### src/usu_defines.svh
// Offsets, field positions, reset values and timing counts of the serial shift unit
`ifndef USU_DEFINES_SVH
`define USU_DEFINES_SVH
`define USU_OFF_DATA 8'h00
`define USU_OFF_STATUS 8'h04
`define USU_OFF_CTRL 8'h08
`define USU_OFF_PINS 8'h0C
`define USU_ST_SIF 7
`define USU_ST_OIF 6
`define USU_ST_PF 5
`define USU_ST_DC 4
`define USU_ST_CNT_HI 3
`define USU_ST_CNT_LO 0
`define USU_CT_SIE 7
`define USU_CT_OIE 6
`define USU_CT_WM_HI 5
`define USU_CT_WM_LO 4
`define USU_CT_CS_HI 3
`define USU_CT_CS_LO 2
`define USU_CT_STROBE 1
`define USU_CT_TOGGLE 0
`define USU_PN_PORT_SDA 0
`define USU_PN_PORT_SCL 1
`define USU_PN_PORT_DO 2
`define USU_PN_DDR_SDA 4
`define USU_PN_DDR_SCL 5
`define USU_PN_DDR_DO 6
`define USU_WM_OFF 2'h0
`define USU_WM_THREE 2'h1
`define USU_WM_TWO 2'h2
`define USU_RST_DATA 8'h00
`define USU_RST_CNT 4'h0
`define USU_RST_CTRL 8'h00
`define USU_RST_PINS 8'h00
`define USU_CNT_MAX 4'hF
`define USU_RESP_OKAY 2'h0
`define USU_RESP_SLVERR 2'h2
`define USU_CLK_NS 8
`define USU_SDA_DLY_NS 50
`define USU_SDA_DLY_CYC ((`USU_SDA_DLY_NS + `USU_CLK_NS - 1) / `USU_CLK_NS)
`endif

### src/usu_pkg.sv
// Types shared by the serial shift unit files
`include "usu_defines.svh"
package usu_pkg;
    typedef struct packed {
        logic awvalid;
        logic [31:0] awaddr;
        logic wvalid;
        logic [31:0] wdata;
        logic [3:0] wstrb;
        logic bready;
        logic arvalid;
        logic [31:0] araddr;
        logic rready;
    } usu_axi_req_type;
    typedef struct packed {
        logic awready;
        logic wready;
        logic bvalid;
        logic [1:0] bresp;
        logic arready;
        logic rvalid;
        logic [31:0] rdata;
        logic [1:0] rresp;
    } usu_axi_rsp_type;
    typedef struct packed {
        logic serial_in;
        logic serial_clock;
    } usu_pin_in_type;
    typedef struct packed {
        logic sda_out;
        logic sda_oe_n;
        logic scl_out;
        logic scl_oe_n;
        logic data_out;
        logic data_oe_n;
    } usu_pin_out_type;
    typedef struct packed {
        logic [1:0] meta;
        logic [1:0] sync;
    } usu_sync_type;
    typedef struct packed {
        logic [7:0] data;
        logic [3:0] cnt;
        logic sif;
        logic oif;
        logic pf;
        logic sie;
        logic oie;
        logic [1:0] wm;
        logic [1:0] cs;
        logic port_sda;
        logic port_scl;
        logic port_do;
        logic ddr_sda;
        logic ddr_scl;
        logic ddr_do;
        logic shold;
        logic ohold;
        logic latch;
        logic scl_prev;
        logic [`USU_SDA_DLY_CYC:0] sda_dly;
        logic aw_got;
        logic [7:0] awaddr;
        logic w_got;
        logic [7:0] wdata;
        logic wlane;
        usu_axi_rsp_type axi;
        usu_pin_out_type pins;
        logic start_irq;
        logic ovf_irq;
    } usu_state_type;
endpackage

### src/usu_sync.sv
// Two-stage synchroniser for the two serial pins
`timescale 1ns/1ns
`default_nettype none
module usu_sync (
    input wire logic clk_in,
    input wire logic reset_n_in,
    input wire logic [1:0] async_in,
    output logic [1:0] sync_out
);
    import usu_pkg::*;
    usu_sync_type s_q;
    usu_sync_type s_d;

    always_comb begin
        s_d = s_q;
        s_d.meta = async_in;
        s_d.sync = s_q.meta;
    end

    // Idle bus lines are high, so reset to released
    always_ff @(posedge clk_in or negedge reset_n_in) begin
        if (!reset_n_in) begin
            s_q <= '{meta: 2'h3, sync: 2'h3};
        end else begin
            s_q <= s_d;
        end
    end

    assign sync_out = s_q.sync;
endmodule
`default_nettype wire

### src/usu_top.sv
// Serial shift unit with two-wire start/stop detection and clock hold, on AXI4-Lite
//
// The placing of the registers and register access over AXI4-Lite were decided locally.
`timescale 1ns/1ns
`default_nettype none
module usu_top (
    input wire logic clk_in,
    input wire logic reset_n_in,
    input wire usu_pkg::usu_axi_req_type axi_in,
    output usu_pkg::usu_axi_rsp_type axi_out,
    input wire usu_pkg::usu_pin_in_type pins_in,
    output usu_pkg::usu_pin_out_type pins_out,
    input wire logic timer_match_in,
    output logic start_irq_out,
    output logic ovf_irq_out
);
    import usu_pkg::*;

    usu_state_type s_q;
    usu_state_type s_d;
    logic [1:0] pin_sync;
    logic sda_s;
    logic scl_s;
    logic two_wire;
    logic ext_clk;
    logic scl_rise;
    logic scl_fall;
    logic sda_dly_now;
    logic sda_dly_old;
    logic start_det;
    logic stop_det;
    logic cnt_inc;
    logic shift_en;
    logic wr_fire;
    logic wr_data;
    logic wr_status;
    logic wr_ctrl;
    logic wr_pins;
    logic strobe_wr;
    logic toggle_wr;
    logic sif_clr;
    logic oif_clr;
    logic pf_clr;
    logic collision;
    logic latch_open;
    logic [7:0] rd_val;
    logic rd_hit;
    logic wr_hit;

    function automatic logic usu_mapped(input logic [7:0] addr);
        usu_mapped = (addr == `USU_OFF_DATA) || (addr == `USU_OFF_STATUS) ||
                     (addr == `USU_OFF_CTRL) || (addr == `USU_OFF_PINS);
    endfunction

    // Pins cross from the bus side, so only synchronised copies are looked at
    usu_sync u_sync (
        .clk_in(clk_in),
        .reset_n_in(reset_n_in),
        .async_in({pins_in.serial_in, pins_in.serial_clock}),
        .sync_out(pin_sync)
    );

    assign sda_s = pin_sync[1];
    assign scl_s = pin_sync[0];

    always_comb begin
        s_d = s_q;
        two_wire = (s_q.wm == `USU_WM_TWO);
        ext_clk = s_q.cs[1];
        // Edges come from the sampled pin; faster than a quarter of clk_in they are lost
        scl_rise = scl_s & ~s_q.scl_prev;
        scl_fall = ~scl_s & s_q.scl_prev;
        // One stage beyond the count, so the SDA edge trails synced SCL by the full delay
        sda_dly_now = s_q.sda_dly[`USU_SDA_DLY_CYC];
        sda_dly_old = s_q.sda_dly[`USU_SDA_DLY_CYC-1];
        // Delayed SDA edge is judged against live SCL, so SCL skew does not fake a start
        start_det = two_wire & scl_s & sda_dly_now & ~sda_dly_old;
        stop_det = two_wire & scl_s & ~sda_dly_now & sda_dly_old;
        s_d.scl_prev = scl_s;
        s_d.sda_dly = {s_q.sda_dly[`USU_SDA_DLY_CYC-1:0], sda_s};

        wr_fire = s_q.aw_got & s_q.w_got & ~s_q.axi.bvalid;
        wr_hit = usu_mapped(s_q.awaddr);
        wr_data = wr_fire & s_q.wlane & (s_q.awaddr == `USU_OFF_DATA);
        wr_status = wr_fire & s_q.wlane & (s_q.awaddr == `USU_OFF_STATUS);
        wr_ctrl = wr_fire & s_q.wlane & (s_q.awaddr == `USU_OFF_CTRL);
        wr_pins = wr_fire & s_q.wlane & (s_q.awaddr == `USU_OFF_PINS);
        strobe_wr = wr_ctrl & s_q.wdata[`USU_CT_STROBE];
        toggle_wr = wr_ctrl & s_q.wdata[`USU_CT_TOGGLE];
        sif_clr = wr_status & s_q.wdata[`USU_ST_SIF];
        oif_clr = wr_status & s_q.wdata[`USU_ST_OIF];
        pf_clr = wr_status & s_q.wdata[`USU_ST_PF];

        // Pin clock counts both edges, internal sources one per event
        if (ext_clk) begin
            cnt_inc = scl_rise | scl_fall;
            shift_en = s_q.cs[0] ? scl_fall : scl_rise;
        end else begin
            cnt_inc = s_q.cs[0] ? timer_match_in : strobe_wr;
            shift_en = cnt_inc;
        end

        if (wr_data) begin
            s_d.data = s_q.wdata;
        end else if (shift_en) begin
            s_d.data = {s_q.data[6:0], sda_s};
        end

        if (wr_status) begin
            s_d.cnt = s_q.wdata[`USU_ST_CNT_HI:`USU_ST_CNT_LO];
        end else if (cnt_inc) begin
            s_d.cnt = s_q.cnt + 4'h1;
        end

        // Flags: a start or stop set in the same cycle as a write-one clear wins; a status write drops counter sets
        if (sif_clr) begin
            s_d.sif = 1'b0;
        end
        if (two_wire ? start_det : (cnt_inc & ~wr_status)) begin
            s_d.sif = 1'b1;
        end
        if (oif_clr) begin
            s_d.oif = 1'b0;
        end
        if (cnt_inc & ~wr_status & (s_q.cnt == `USU_CNT_MAX)) begin
            s_d.oif = 1'b1;
        end
        if (pf_clr) begin
            s_d.pf = 1'b0;
        end
        if (stop_det) begin
            s_d.pf = 1'b1;
        end

        // Holds latch once SCL is low under a raised flag and drop with the flag
        s_d.shold = s_d.sif & two_wire & (s_q.shold | ~scl_s);
        s_d.ohold = s_d.oif & two_wire & (s_q.ohold | ~scl_s);

        if (wr_ctrl) begin
            s_d.sie = s_q.wdata[`USU_CT_SIE];
            s_d.oie = s_q.wdata[`USU_CT_OIE];
            s_d.wm = s_q.wdata[`USU_CT_WM_HI:`USU_CT_WM_LO];
            s_d.cs = s_q.wdata[`USU_CT_CS_HI:`USU_CT_CS_LO];
        end
        if (wr_pins) begin
            s_d.port_sda = s_q.wdata[`USU_PN_PORT_SDA];
            s_d.port_scl = s_q.wdata[`USU_PN_PORT_SCL];
            s_d.port_do = s_q.wdata[`USU_PN_PORT_DO];
            s_d.ddr_sda = s_q.wdata[`USU_PN_DDR_SDA];
            s_d.ddr_scl = s_q.wdata[`USU_PN_DDR_SCL];
            s_d.ddr_do = s_q.wdata[`USU_PN_DDR_DO];
        end
        if (toggle_wr) begin
            s_d.port_scl = ~s_q.port_scl;
        end

        // Open in the half cycle before the sampling edge, always open on internal clock
        latch_open = ~ext_clk | (scl_s == s_q.cs[0]);
        if (latch_open) begin
            s_d.latch = s_d.data[7];
        end

        s_d.pins.sda_out = 1'b0;
        s_d.pins.scl_out = 1'b0;
        s_d.pins.data_out = 1'b0;
        s_d.pins.sda_oe_n = 1'b1;
        s_d.pins.scl_oe_n = 1'b1;
        s_d.pins.data_oe_n = 1'b1;
        if (s_d.wm == `USU_WM_TWO) begin
            // Open drain: only low is driven; MSB or port bit pulls SDA down
            s_d.pins.sda_oe_n = ~(s_d.ddr_sda & (~s_d.latch | ~s_d.port_sda));
            s_d.pins.scl_oe_n = ~(s_d.ddr_scl &
                                  (~s_d.port_scl | s_d.shold | s_d.ohold));
        end else if (s_d.wm == `USU_WM_THREE) begin
            s_d.pins.data_out = s_d.latch;
            s_d.pins.data_oe_n = ~s_d.ddr_do;
            s_d.pins.scl_out = s_d.port_scl;
            s_d.pins.scl_oe_n = ~s_d.ddr_scl;
        end

        // Flag outputs are registered and change on the same clk_in edge as their flags
        s_d.start_irq = s_d.sif & s_d.sie;
        s_d.ovf_irq = s_d.oif & s_d.oie;

        collision = s_q.data[7] ^ sda_s;
        rd_hit = usu_mapped(axi_in.araddr[7:0]) & (axi_in.araddr[31:8] == 24'h000000);
        unique case (axi_in.araddr[7:0])
            `USU_OFF_DATA: rd_val = s_q.data;
            `USU_OFF_STATUS: rd_val = {s_q.sif, s_q.oif, s_q.pf, collision, s_q.cnt};
            `USU_OFF_CTRL: rd_val = {s_q.sie, s_q.oie, s_q.wm, s_q.cs, 2'h0};
            `USU_OFF_PINS: rd_val = {1'b0, s_q.ddr_do, s_q.ddr_scl, s_q.ddr_sda,
                                     1'b0, s_q.port_do, s_q.port_scl, s_q.port_sda};
            default: rd_val = 8'h00;
        endcase
        if (!rd_hit) begin
            rd_val = 8'h00;
        end

        // Write address and data are taken in either order, then answered once
        if (axi_in.awvalid & s_q.axi.awready) begin
            s_d.aw_got = 1'b1;
            s_d.awaddr = (axi_in.awaddr[31:8] == 24'h000000) ? axi_in.awaddr[7:0] : 8'hFF;
        end
        if (axi_in.wvalid & s_q.axi.wready) begin
            s_d.w_got = 1'b1;
            s_d.wdata = axi_in.wdata[7:0];
            s_d.wlane = axi_in.wstrb[0];
        end
        if (wr_fire) begin
            s_d.aw_got = 1'b0;
            s_d.w_got = 1'b0;
            s_d.axi.bvalid = 1'b1;
            s_d.axi.bresp = wr_hit ? `USU_RESP_OKAY : `USU_RESP_SLVERR;
        end else if (s_q.axi.bvalid & axi_in.bready) begin
            s_d.axi.bvalid = 1'b0;
        end
        s_d.axi.awready = ~s_d.aw_got & ~s_d.axi.bvalid;
        s_d.axi.wready = ~s_d.w_got & ~s_d.axi.bvalid;

        if (axi_in.arvalid & s_q.axi.arready) begin
            s_d.axi.rvalid = 1'b1;
            s_d.axi.rdata = {24'h000000, rd_val};
            s_d.axi.rresp = rd_hit ? `USU_RESP_OKAY : `USU_RESP_SLVERR;
        end else if (s_q.axi.rvalid & axi_in.rready) begin
            s_d.axi.rvalid = 1'b0;
        end
        s_d.axi.arready = ~s_d.axi.rvalid;
    end

    always_ff @(posedge clk_in or negedge reset_n_in) begin
        if (!reset_n_in) begin
            s_q <= '0;
            s_q.data <= `USU_RST_DATA;
            s_q.cnt <= `USU_RST_CNT;
            s_q.scl_prev <= 1'b1;
            s_q.sda_dly <= '1;
            s_q.latch <= 1'b0;
            s_q.pins.sda_oe_n <= 1'b1;
            s_q.pins.scl_oe_n <= 1'b1;
            s_q.pins.data_oe_n <= 1'b1;
            s_q.axi.awready <= 1'b1;
            s_q.axi.wready <= 1'b1;
            s_q.axi.arready <= 1'b1;
        end else begin
            s_q <= s_d;
        end
    end

    // Acknowledge handling and read termination are left to software
    assign axi_out = s_q.axi;
    assign pins_out = s_q.pins;
    assign start_irq_out = s_q.start_irq;
    assign ovf_irq_out = s_q.ovf_irq;
endmodule
`default_nettype wire

### config.mk
export PLATFORM = sky130hd
export DESIGN_NAME = usu_top
export DESIGN_NICKNAME = d
export VERILOG_FILES = /design/src/usu_pkg.sv /design/src/usu_sync.sv /design/src/usu_top.sv
export VERILOG_INCLUDE_DIRS = /design/src
export SDC_FILE = /design/constraint.sdc
export NUM_CORES = 1
export LEC_CHECK = 0
export BUFFER_PORTS_ARGS = -buffer_cell sky130_fd_sc_hd__buf_2
export CAP_MARGIN = 20
export CORE_MARGIN = 2
export CORE_UTILIZATION = 44
export CTS_CLUSTER_DIAMETER = 40
export CTS_CLUSTER_SIZE = 16
export DETAILED_ROUTE_END_ITERATION = 12
export GPL_TIMING_DRIVEN = 0
export PLACE_DENSITY = 0.85
export SYNTH_ARGS = -nofsm -noshare
export SYNTH_HDL_FRONTEND = slang
export SYNTH_HIERARCHICAL = 1
export SYNTH_SLANG_ARGS = --single-unit
### constraint.sdc
create_clock -name clk_in -period 1.96 [get_ports clk_in]
set_clock_uncertainty 0.05 [all_clocks]
set_input_delay 0.196 -clock clk_in [delete_from_list [all_inputs] [get_ports clk_in]]
set_output_delay 0.196 -clock clk_in [all_outputs]
set_load 0.1 [all_outputs]
==> impl_results.md, run 1 <==
- Status: finished with violations
- Failing checks: negative setup slack
- Root buffer cell: clkbuf_8
- Num CTS Buffers: 9
- Most frequent cells in the layout: buf_2 (101), dfrtp_1 (65), buf_4 (60)
- Final WL: 9.51 mm
- Synthesized instance count: 360
- Final hold violations: 0
- Die height: 101 um
- Hold Crit Depth: 2
- WHS: 0.0210 ns
- Layout area overhead: 32.7%
- Site row count: 35
- Detailed-placement wirelength estimate: 6.91 mm
- Hold path startpoint: axi_in[42]
- Most common cell after layout, fill and taps aside: buf_2
- CP max stage delay: 0.42 ns
- Post-route insts no fill: 642
- First-pass iteration count of the detailed router: 4
- Worst-margin pin slew: 0.608 ns
- Die X: 101 um
- Worst-case clock buffer depth: 2
- Tot Pwr: 4.97 mW
- Yosys warns: 6
- Synth cell types: 56
- Worst skew pair latency: 0.36 ns
- CP Capture Type: flip-flop
- First-pass GRT wire length: 14.9 mm
- Starting Density: 44.9%
- DIE AREA: 0.0101 mm^2
- Slew HR: 59.5%
- Crit Reg-Reg Startpoint: s_q[60]$_DFFE_PN0P_
- Clk pin slew, worst setup/hold paths: 0.08 ns
- Crit path cell chain: nor4_4, buf_4, nand4_4, a22o_1, a211oi_2, o21ai_2, and2_1
- Layout cells sized above 1: 47.8%
- Max cap viols: 0
- PortBufs: 102
- VDD IR-drop max: 0.682 mV
- RSZ-0062 raised after global routing: yes
- GRT Resource Usage Total: 19.4%
- TritonCTS clock tree: yes
- CP Data Required Time: 2.16 ns
- WL per Instance: 14.8 um
- Final min period: 2.04 ns
- Leakage Power: 2.68 nW
- Number of flops mapped to enable cells by yosys: 0
- Critical Path Fanout Max: 5
- Post-synth top flop: dfrtp_1
- CP startpoint kind: flip-flop
- Number of global-route vias before repair: 3159
- Period utilisation layout: 104%
- Endpoint, Worst Hold: s_q[53]$_DFFE_PN0P_
- 1st-iter DRT viols: 207
- Post-Synthesis Cell Area: 0.00411 mm^2
- DRC Markers: 0
- Yosys reg bits: 84
- R2r worst-path depth: 7
- Cell Pwr Density: 911 mW/mm^2
- H-tree depth: 3
- Overflow after GRT: 0
- CP Class: flip-flop to flip-flop
- Final slew viol count: 0
- DR vias: 3268
- Ys async rst share: 100%
- FF-to-FF setup slack: -0.08 ns
- Critical Path AT: 2.24 ns
- CP max stage cell: dfrtp_1
- Via density: 5.09
- Layout fillers: 761
- Placed Cells: 600
- Post-layout nets: 639
- Placer congestion estimate: 0.933
- Final core utilization: 59.6%
- I/O Pins: 159
- Worst min-delay path class: input port to flip-flop
- Sink Count: 84
- Core Area: 0.00915 mm^2
- Antenna viol nets, final: 0
- Pin count of the biggest net entering global routing: 58
- Avg Inst Size Synth: 11.4 um^2
- R2R Path End: pins_out[1]$_DFF_PN0_
- Fmax achieved: 489 MHz
- Post-route worst setup slack: -0.0847 ns
- Antenna cells: 0
- Initial antenna violation count: 0
- Final setup viols: 12
- Sequential fraction of the synthesis area: 51.7%
## critical path: cells and delay by family, from the launching register on
family                 cells  cell delay (ns)
buffers and inverters      1             0.19
flip-flops                 1             0.42
AND/OR/NAND/NOR            3             0.64
AO/OA/AOI/OAI              3             0.63
## area by class of cell
class	count	area (um^2)	area share, %
tap	111	139	2.55
buffer	56	424	7.77
clock buffer	13	159	2.91
sequential	84	2130	39.0
timing repair buffer	130	795	14.6
multi-input combinational	236	1740	31.8
clock inverter	3	43.8	0.803
inverter	9	33.8	0.619
## cells by family (layout without fill, tap and decap cells)
kind of cell,after synthesis,count (layout),synth area share (%)
AOI/OAI and AO/OA,63,63,10.9
xor gates and xnor gates,5,5,1.07
adders and majority gates,3,3,0.913
muxes,33,33,9.80
other,1,27,0.0912
buffers and inverters,66,211,11.0
and+or+nand+nor,105,105,14.5
DFF,84,84,51.7
## synthesized netlist by cell type (2+ instances only)
library cell   n  area (um^2)
dfrtp_1       65         1630
buf_4         48          360
nand2_1       28          105
nor2_1        22         82.6
dfstp_2       19          499
mux2_2        17          191
o21ai_0       15         75.1
nor4_1        13         81.3
a21oi_1       12         60.1
a22o_1        11         96.3
mux2i_1       11          110
inv_1          8         30.0
o22a_1         8         70.1
and2_1         6         37.5
nand3_1        6         30.0
clkbuf_1       5         18.8
mux4_2         4         90.1
nand4_1        4         25.0
nor2b_1        4         25.0
nor3_1         4         20.0
and4_1         3         26.3
buf_6          3         33.8
ha_1           3         37.5
o21ai_1        3         15.0
xor2_1         3         26.3
a211oi_1       2         15.0
nand2b_1       2         12.5
o21a_1         2         15.0
xnor2_1        2         17.5
## registers in the layout, summed over array words and instances (netlist names)
name             count
pins_out             5
ovf_irq_out          1
axi_out             15
start_irq_out        1
s_d                  7
ext_clk              1
u_sync/sync_out      2
u_sync/s_d           2
s_q                 50
## repair_timing
action / 4_1_cts / 5_1_grt
gates resized for setup: 6 / 24
cloned: 0 / 0
pin swaps: 9 / 13
endpoints found under the hold margin: 39 / 1
hold buffers: 13 / 1
setup buffers: 7 / 6
endpoints found under the setup margin: 23 / 32
## stage by stage
stage	TNS [ns]	instance area [um^2]	setup slack [ns]
after floorplan	-0.0123	4210	-0.0123
after global placement	-0.596	4860	-0.229
after detailed placement	-1.10	4890	-0.259
after CTS	-0.294	5310	-0.0797
after global routing	-2.02	5460	-0.202
final	-0.537	5460	-0.0847
## how the worst max path moves through the flow
| stage | cells after the start | slack, ns | startpoint | to |
|---|---|---|---|---|
| 5_1_grt | 8 | -0.20 | s_q[60]$_DFFE_PN0P_ | pins_out[2]$_DFF_PN1_ |
| 3_3_place_gp | 7 | -0.23 | s_q[60]$_DFFE_PN0P_ | pins_out[2]$_DFF_PN1_ |
| 3_5_place_dp | 7 | -0.26 | s_q[60]$_DFFE_PN0P_ | pins_out[2]$_DFF_PN1_ |
| 4_1_cts | 7 | -0.08 | s_q[63]$_DFFE_PN0P_ | pins_out[2]$_DFF_PN1_ |
| 6_report | 7 | -0.08 | s_q[60]$_DFFE_PN0P_ | pins_out[1]$_DFF_PN0_ |
| 2_1_floorplan | 7 | -0.01 | s_q[60]$_DFFE_PN0P_ | pins_out[2]$_DFF_PN1_ |
## layer usage
layer	track usage, %	up-vias	routed length, um
li1	-	1544	-
met1	21.6	1570	3600
met2	35.1	139	4970
met3	5.69	15	765
met4	6.64	0	172
met5	0	-	0
## power breakdown
group	internal (mW)	leakage (nW)	switching, mW	total (mW)
registers	1.99	0.969	0.238	2.23
logic	0.525	1.60	0.959	1.48
clock network	0.662	0.104	0.595	1.26
total	3.18	2.68	1.79	4.97
Note: power is estimated with default switching activity, not from simulation.
==> inputs of run 2 (changes only) <==
--- a/config.mk
+++ b/config.mk
@@ -9,12 +9,12 @@
 export BUFFER_PORTS_ARGS = -buffer_cell sky130_fd_sc_hd__buf_2
 export CAP_MARGIN = 20
 export CORE_MARGIN = 2
-export CORE_UTILIZATION = 44
+export CORE_UTILIZATION = 49
 export CTS_CLUSTER_DIAMETER = 40
 export CTS_CLUSTER_SIZE = 16
 export DETAILED_ROUTE_END_ITERATION = 12
 export GPL_TIMING_DRIVEN = 0
-export PLACE_DENSITY = 0.85
+export PLACE_DENSITY_LB_ADDON = 0.1
 export SYNTH_ARGS = -nofsm -noshare
 export SYNTH_HDL_FRONTEND = slang
 export SYNTH_HIERARCHICAL = 1
==> constraint.sdc (replaced) <==
create_clock -name clk_in -period 1.9 [get_ports clk_in]
set_clock_uncertainty 0.05 [all_clocks]
set_input_delay 0.19 -clock clk_in [delete_from_list [all_inputs] [get_ports clk_in]]
set_output_delay 0.19 -clock clk_in [all_outputs]
set_load 0.1 [all_outputs]
==> run 2 against run 1 <==
  * Maximum frequency rose by 1.1%
  * Global-route usage is 1.8 points higher
  * Power is 5.6% higher
  * Register-to-register slack lost 0.04 ns
  * Critical path depth is the same
  * Non-clock buffer count is 6 higher
  * Wire length is 2.9% lower
  * Sequential power up 3%
  * The run still ends with negative setup slack left
  * Cell count stayed put
  * Die area decreased by 9.8%
  * Clock-buffer cell count down 4
==> impl_results.md, run 2 (synthesis gave the netlist of run 1 again) <==
- Final core utilization: 67.6% (+8.0 points)
- FF-to-FF setup slack: -0.12 ns (-0.04 ns)
- Worst skew pair latency: 0.36 ns (about the same)
- Site row count: 33 (-5.7%)
- 1st-iter DRT viols: 135 (-35%)
- Endpoint, Worst Hold: s_q[52]$_DFFE_PN0P_
- Initial antenna violation count: 0 (unchanged)
- Most frequent cells in the layout: buf_2 (101), dfrtp_1 (65), buf_4 (59)
- Pin count of the biggest net entering global routing: 49 (-16%)
- Final min period: 2.02 ns (-0.0227 ns)
- VDD IR-drop max: 1.08 mV (+58%)
- Leakage Power: 2.69 nW (+0.48%)
- DIE AREA: 0.00914 mm^2 (-9.8%)
- Fmax achieved: 495 MHz (+1.1%)
- Root buffer cell: clkbuf_8
- Die height: 95.6 um (-5.0%)
- Layout area overhead: 34.4%
- Failing checks: negative setup slack
- Worst-case clock buffer depth: 2 (unchanged)
- Most common cell after layout, fill and taps aside: buf_2
- Hold Crit Depth: 2 (unchanged)
- Layout cells sized above 1: 46.9% (-0.91 points)
- Critical Path Fanout Max: 5 (unchanged)
- CP Data Required Time: 2.14 ns (-0.02 ns)
- Core Area: 0.00818 mm^2 (-11%)
- Setup WS pre-CTS: -0.347 ns (-0.0874 ns)
- Critical Path AT: 2.26 ns (+0.02 ns)
- TritonCTS clock tree: yes
- Antenna viol nets, final: 0 (unchanged)
- Detailed-placement wirelength estimate: 6.51 mm (-5.7%)
- R2R Path End: pins_out[2]$_DFF_PN1_
- Clk pin slew, worst setup/hold paths: 0.09 ns (about the same)
- Hold path startpoint: axi_in[41]
- First-pass GRT wire length: 14.6 mm (-1.4%)
- R2r worst-path depth: 7 (unchanged)
- Antenna cells: 0 (unchanged)
- CP Class: flip-flop to flip-flop
- DRC Markers: 0 (unchanged)
- Via density: 4.96 (-2.6%)
- Num CTS Buffers: 9 (unchanged)
- I/O Pins: 159 (unchanged)
- Final WL: 9.23 mm (-2.9%)
- GRT Resource Usage Total: 21.2% (+1.8 points)
- RSZ-0062 raised after global routing: yes
- Post-layout nets: 645 (+0.94%)
- Placer congestion estimate: 0.852 (-8.7%)
- Final setup viols: 13 (+1)
- WL per Instance: 14.4 um (-2.9%)
- Overflow after GRT: 0 (unchanged)
- PortBufs: 102 (unchanged)
- Worst-margin pin slew: 0.607 ns (-0.00101 ns)
- Max cap viols: 0 (unchanged)
- Worst min-delay path class: input port to flip-flop
- Slew HR: 59.5% (+0.068 points)
- Max reg flops: 50 (unchanged)
- Final slew viol count: 0 (unchanged)
- First-pass iteration count of the detailed router: 4 (unchanged)
- Status: finished with violations
- Sink Count: 84 (unchanged)
- Cell Pwr Density: 949 mW/mm^2 (+4.2%)
- Number of global-route vias before repair: 3046 (-3.6%)
- Largest reg by FF count: s_q
- Crit Reg-Reg Startpoint: s_q[60]$_DFFE_PN0P_
- CP Capture Type: flip-flop
- DR vias: 3184 (-2.6%)
- Starting Density: 50.3% (+5.4 points)
- CP startpoint kind: flip-flop
- Die X: 95.6 um (-5.0%)
- H-tree depth: 3 (unchanged)
- Post-route worst setup slack: -0.122 ns (-0.0373 ns)
- Final hold violations: 0 (unchanged)
- Period utilisation layout: 106% (+2.1 points)
-- run 2: cell count changes in the layout (fill, tap and decap cells not counted), sizes merged --
cell         before  now
clkbuf           17   13
clkinv            1    2
buf             168  169
bufinv            1    2
dlygate4sd3      14   19
inv              10   12
-- run 2: final cells by class --
cell class	count	area [um^2]
clock inverter	7	106
buffer	56	432
tap	105	131
fill	665	2650
clock buffer	9	124
multi-input combinational	236	1720
sequential	84	2130
inverter	9	33.8
timing repair buffer	136	851
-- run 2: per-layer routing --
| layer | track usage (%) | wire [um] | vias up |
|---|---|---|---|
| li1 | - | - | 1551 |
| met1 | 26.6 | 3890 | 1512 |
| met2 | 36.4 | 4600 | 111 |
| met3 | 5.93 | 648 | 10 |
| met4 | 4.64 | 96 | 0 |
| met5 | 0 | 0 | - |
-- run 2: how the worst max path moves through the flow --
stage | from | end | cells after the start
after CTS | s_q[63]$_DFFE_PN0P_ | pins_out[1]$_DFF_PN0_ | 7
after global routing | s_q[60]$_DFFE_PN0P_ | pins_out[2]$_DFF_PN1_ | 7
after global placement | s_q[60]$_DFFE_PN0P_ | pins_out[2]$_DFF_PN1_ | 7
after detailed placement | s_q[60]$_DFFE_PN0P_ | pins_out[2]$_DFF_PN1_ | 7
after floorplan | s_q[60]$_DFFE_PN0P_ | pins_out[2]$_DFF_PN1_ | 7
final | s_q[60]$_DFFE_PN0P_ | pins_out[2]$_DFF_PN1_ | 7
-- run 2: critical path, stage by stage, from the launching register on --
cell      delay, ns
dfrtp_1        0.42
nor4_4         0.33
and2_1         0.18
buf_6          0.13
nand4b_4       0.16
mux2i_4        0.24
or3_1          0.34
o211ai_1       0.10
-- run 2: metrics by stage --
| step | hold slack, ns | std cells | area [um^2] | power [mW] | TNS [ns] |
|---|---|---|---|---|---|
| after floorplan | -0.156 | 386 | 4210 | 3.39 | -0.0723 |
| after CTS | 0.00108 | 638 | 5450 | 5.26 | -0.457 |
| final | 0.0130 | 642 | 5530 | 5.25 | -0.649 |
| after global routing | 0.00555 | 642 | 5530 | 5.50 | -2.88 |
| after detailed placement | 0.139 | 594 | 4880 | 3.74 | -3.46 |
| after global placement | 0.245 | 593 | 4850 | 3.71 | -4.48 |
-- run 2: timing repair --
action	CTS	global route
resized for setup	17	13
endpoints found under the setup margin	38	31
pin swaps	17	8
setup buffers	10	4
hold buffers	19	0
hold endpoints to repair	52	0
-- run 2: where the power goes --
group          leakage (nW)  internal (mW)  switching (mW)
sequential            0.969           2.05           0.250
combinational          1.60          0.507           0.977
clock                 0.116          0.763           0.697
==> inputs of run 3 (changes only) <==
--- a/config.mk
+++ b/config.mk
@@ -15,7 +15,7 @@
 export DETAILED_ROUTE_END_ITERATION = 12
 export GPL_TIMING_DRIVEN = 0
 export PLACE_DENSITY_LB_ADDON = 0.1
+export SKIP_LAST_GASP = 1
 export SYNTH_ARGS = -nofsm -noshare
 export SYNTH_HDL_FRONTEND = slang
-export SYNTH_HIERARCHICAL = 1
 export SYNTH_SLANG_ARGS = --single-unit
==> run 3 against run 2 <==
  * First-iteration DRC count is 15% lower
  * Synthesized cell count is 1.9% lower
  * The run still ends with negative setup slack left
  * Flip-flop and latch count unchanged
  * Die area grew 0.47%
==> impl_results.md, run 3 <==
- Num CTS Buffers: 9 (unchanged)
- Final hold violations: 0 (unchanged)
- I/O Pins: 159 (unchanged)
- Starting Density: 50.5% (+0.24 points)
- Leakage Power: 2.69 nW (+0.11%)
- Biggest area consumer among synthesized cells: dfrtp_1
- RSZ-0062 raised after global routing: yes
- Yosys reg bits: 84 (unchanged)
- Max reg flops: 50 (unchanged)
- Antenna viol nets, final: 0 (unchanged)
- WP buf/inv: 0 (-1)
- Detailed-placement wirelength estimate: 6.43 mm (-1.2%)
- DIE AREA: 0.00918 mm^2 (+0.47%)
- Placed Area: 0.00490 mm^2 (+0.41%)
- Final slew viol count: 0 (unchanged)
- Die X: 95.8 um (+0.24%)
- Final min period: 2.06 ns (+0.0346 ns)
- CP max stage cell: or4_4
- Number of global-route vias before repair: 3176 (+4.3%)
- Multi-input logic area: 0.00180 mm^2 (+4.3%)
- Via density: 5.05 (+1.9%)
- Status: finished with violations
- Most common cell after layout, fill and taps aside: buf_2
- Clk pin slew, worst setup/hold paths: 0.09 ns (about the same)
- Antenna cells: 0 (unchanged)
- Largest reg by FF count: s_q
- First-pass iteration count of the detailed router: 4 (unchanged)
- CP Data Required Time: 2.14 ns (about the same)
- Overflow after GRT: 0 (unchanged)
- H-tree depth: 3 (unchanged)
- Placer congestion estimate: 0.779 (-8.5%)
- Failing checks: negative setup slack
- Layout cells sized above 1: 50.9% (+4.0 points)
- Post-layout nets: 646 (+0.16%)
- CP Class: flip-flop to flip-flop
- Synthesized instance count: 353 (-1.9%)
- Sink Count: 84 (unchanged)
- DRC Markers: 0 (unchanged)
- WHS: 0.00681 ns (-0.00614 ns)
- Final setup viols: 16 (+3)
- Worst-case clock buffer depth: 2 (unchanged)
- VDD IR-drop max: 0.768 mV (-29%)
- Post-route insts no fill: 643 (+0.16%)
- Critical path's top delay family: simple AND/OR/NAND/NOR gates
- Die height: 95.8 um (+0.24%)
- Layout fillers: 639 (-3.9%)
- Root buffer cell: clkbuf_8
- Final WL: 9.34 mm (+1.2%)
- Yosys warns: 0 (-6)
- GRT Resource Usage Total: 21.2% (+0.034 points)
- WL per Instance: 14.5 um (+1.0%)
- Period utilisation layout: 108% (+1.8 points)
- Avg Inst Size Synth: 11.7 um^2 (+2.5%)
- Post-synth top flop: dfrtp_1
- Post-route worst setup slack: -0.157 ns (-0.0346 ns)
- Crit path cell chain: or4_4, nor2_4, nand4_4, mux2_4, a211o_1
- PortBufs: 102 (unchanged)
- Count leader, synth: dfrtp_1
- Ys async rst share: 100% (unchanged)
- Core Area: 0.00818 mm^2 (unchanged)
- Site row count: 33 (unchanged)
- Synth area leaders: dfrtp_1 (39%), dfstp_2 (12%), buf_4 (8.7%), mux2_2 (5.5%), mux2i_1 (3.4%)
- Placed Cells: 587 (-1.2%)
- Worst skew pair latency: 0.36 ns (about the same)
- Post-Synthesis Cell Area: 0.00413 mm^2 (+0.49%)
- CP max stage delay: 0.54 ns (+0.12 ns)
- Synth cell types: 55 (-1.8%)
- Sequential cell area: 0.00213 mm^2 (about the same)
- Post-route cell area: 0.00562 mm^2 (+1.7%)
- CP Capture Type: flip-flop
- Cell Pwr Density: 897 mW/mm^2 (-5.5%)
- Sequential fraction of the synthesis area: 51.5% (-0.25 points)
- Most frequent cells in the layout: buf_2 (102), buf_4 (67), dfrtp_1 (64)
- Critical Path Fanout Max: 5 (unchanged)
- DR vias: 3248 (+2.0%)
- Layout area overhead: 36.1%
- CP startpoint kind: flip-flop
- Max cap viols: 0 (unchanged)
- Critical Path AT: 2.30 ns (+0.04 ns)
- Worst-margin pin slew: 0.711 ns (+0.104 ns)
- Number of flops mapped to enable cells by yosys: 0 (unchanged)
- 1st-iter DRT viols: 115 (-15%)
- Worst min-delay path class: input port to flip-flop
- Yosys top cell area share: 39.4% (-0.19 points)
- Pin count of the biggest net entering global routing: 47 (-4.1%)
- Slew HR: 52.6% (-6.9 points)
- First-pass GRT wire length: 14.7 mm (+0.61%)
- Fmax achieved: 486 MHz (-1.7%)
- Initial antenna violation count: 0 (unchanged)
- Post-synth top cells: dfrtp_1 (65), buf_4 (48), nor2_1 (22)
- TritonCTS clock tree: yes
-- run 3: cell count changes after synthesis, moves of 3 or more --
cell	change
mux2_2	+3
mux2i_1	+3
nand2_1	-7
nor2b_1	-3
-- run 3: routing by layer --
metal	up-vias	share of wire (%)	global-route usage, %	wire length [um]
li1	1558	-	-	-
met3	18	7.2	2.98	677
met5	-	0	0	0
met2	140	50	37.3	4700
met1	1532	40	26.3	3760
met4	0	2.1	8.45	194
-- run 3: through the flow --
stage / power [mW] / setup WS (ns) / TNS, ns / utilization (%)
after floorplan: 3.35 / -0.0631 / -0.169 / -
after detailed placement: 3.71 / -0.365 / -5.56 / 59.9
after global placement: 3.66 / -0.351 / -5.83 / 59.6
final: 5.04 / -0.157 / -0.978 / 68.8
after CTS: 4.98 / -0.192 / -1.25 / 67.0
after global routing: 5.27 / -0.193 / -2.48 / 68.8
-- run 3: logic make-up (layout without fill, tap and decap cells) --
logic type / Yosys count / after routing / synth area share [%]
simple gates: 96 / 96 / 13.7
flops: 84 / 84 / 51.5
buf+inv: 66 / 225 / 10.5
compound gates: 59 / 59 / 10.8
mux: 39 / 39 / 11.4
xor+xnor: 5 / 5 / 1.06
fa+ha+maj: 3 / 3 / 0.909
other cells: 1 / 27 / 0.0908
-- run 3: what timing repair did --
action	4_1_cts	5_1_grt
setup buffers	21	6
hold buffers	14	0
cloned	0	1
endpoints found under the setup margin	49	35
pin swaps	12	18
hold endpoints to repair	35	0
resized for setup	17	29
-- run 3: final timing paths --
kind / startpoint / end / slack (ns) / depth (start not counted)
max: s_q[64]$_DFFE_PN0P_ / pins_out[4]$_DFF_PN1_ / -0.16 / 5
min: axi_in[35] / s_q[49]$_DFFE_PN0P_ / 0.007 / 2
max reg2reg: s_q[64]$_DFFE_PN0P_ / pins_out[4]$_DFF_PN1_ / -0.16 / 5
min reg2reg: u_sync.s_d[1]$_DFF_PN1_ / u_sync.sync_out[1]$_DFF_PN1_ / 0.31 / 0
max in group asynchronous: reset_n_in / pins_out[4]$_DFF_PN1_ / 0.87 / 3
min in group asynchronous: reset_n_in / s_q[63]$_DFFE_PN0P_ / 0.28 / 2
-- run 3: layout make-up --
type	count	area share, %
plain buffers	54	7.14
clock buffers	9	2.20
clock inverters	7	1.20
inverters	10	0.668
multi-input cells	229	32.0
flip-flops and latches	84	37.8
well taps	105	2.34
repair buffers	145	16.6
-- run 3: where the power goes --
part / internal (mW) / switching, mW / total, mW
logic: 0.527 / 0.979 / 1.51
registers: 2.04 / 0.260 / 2.30
clock network: 0.513 / 0.721 / 1.23
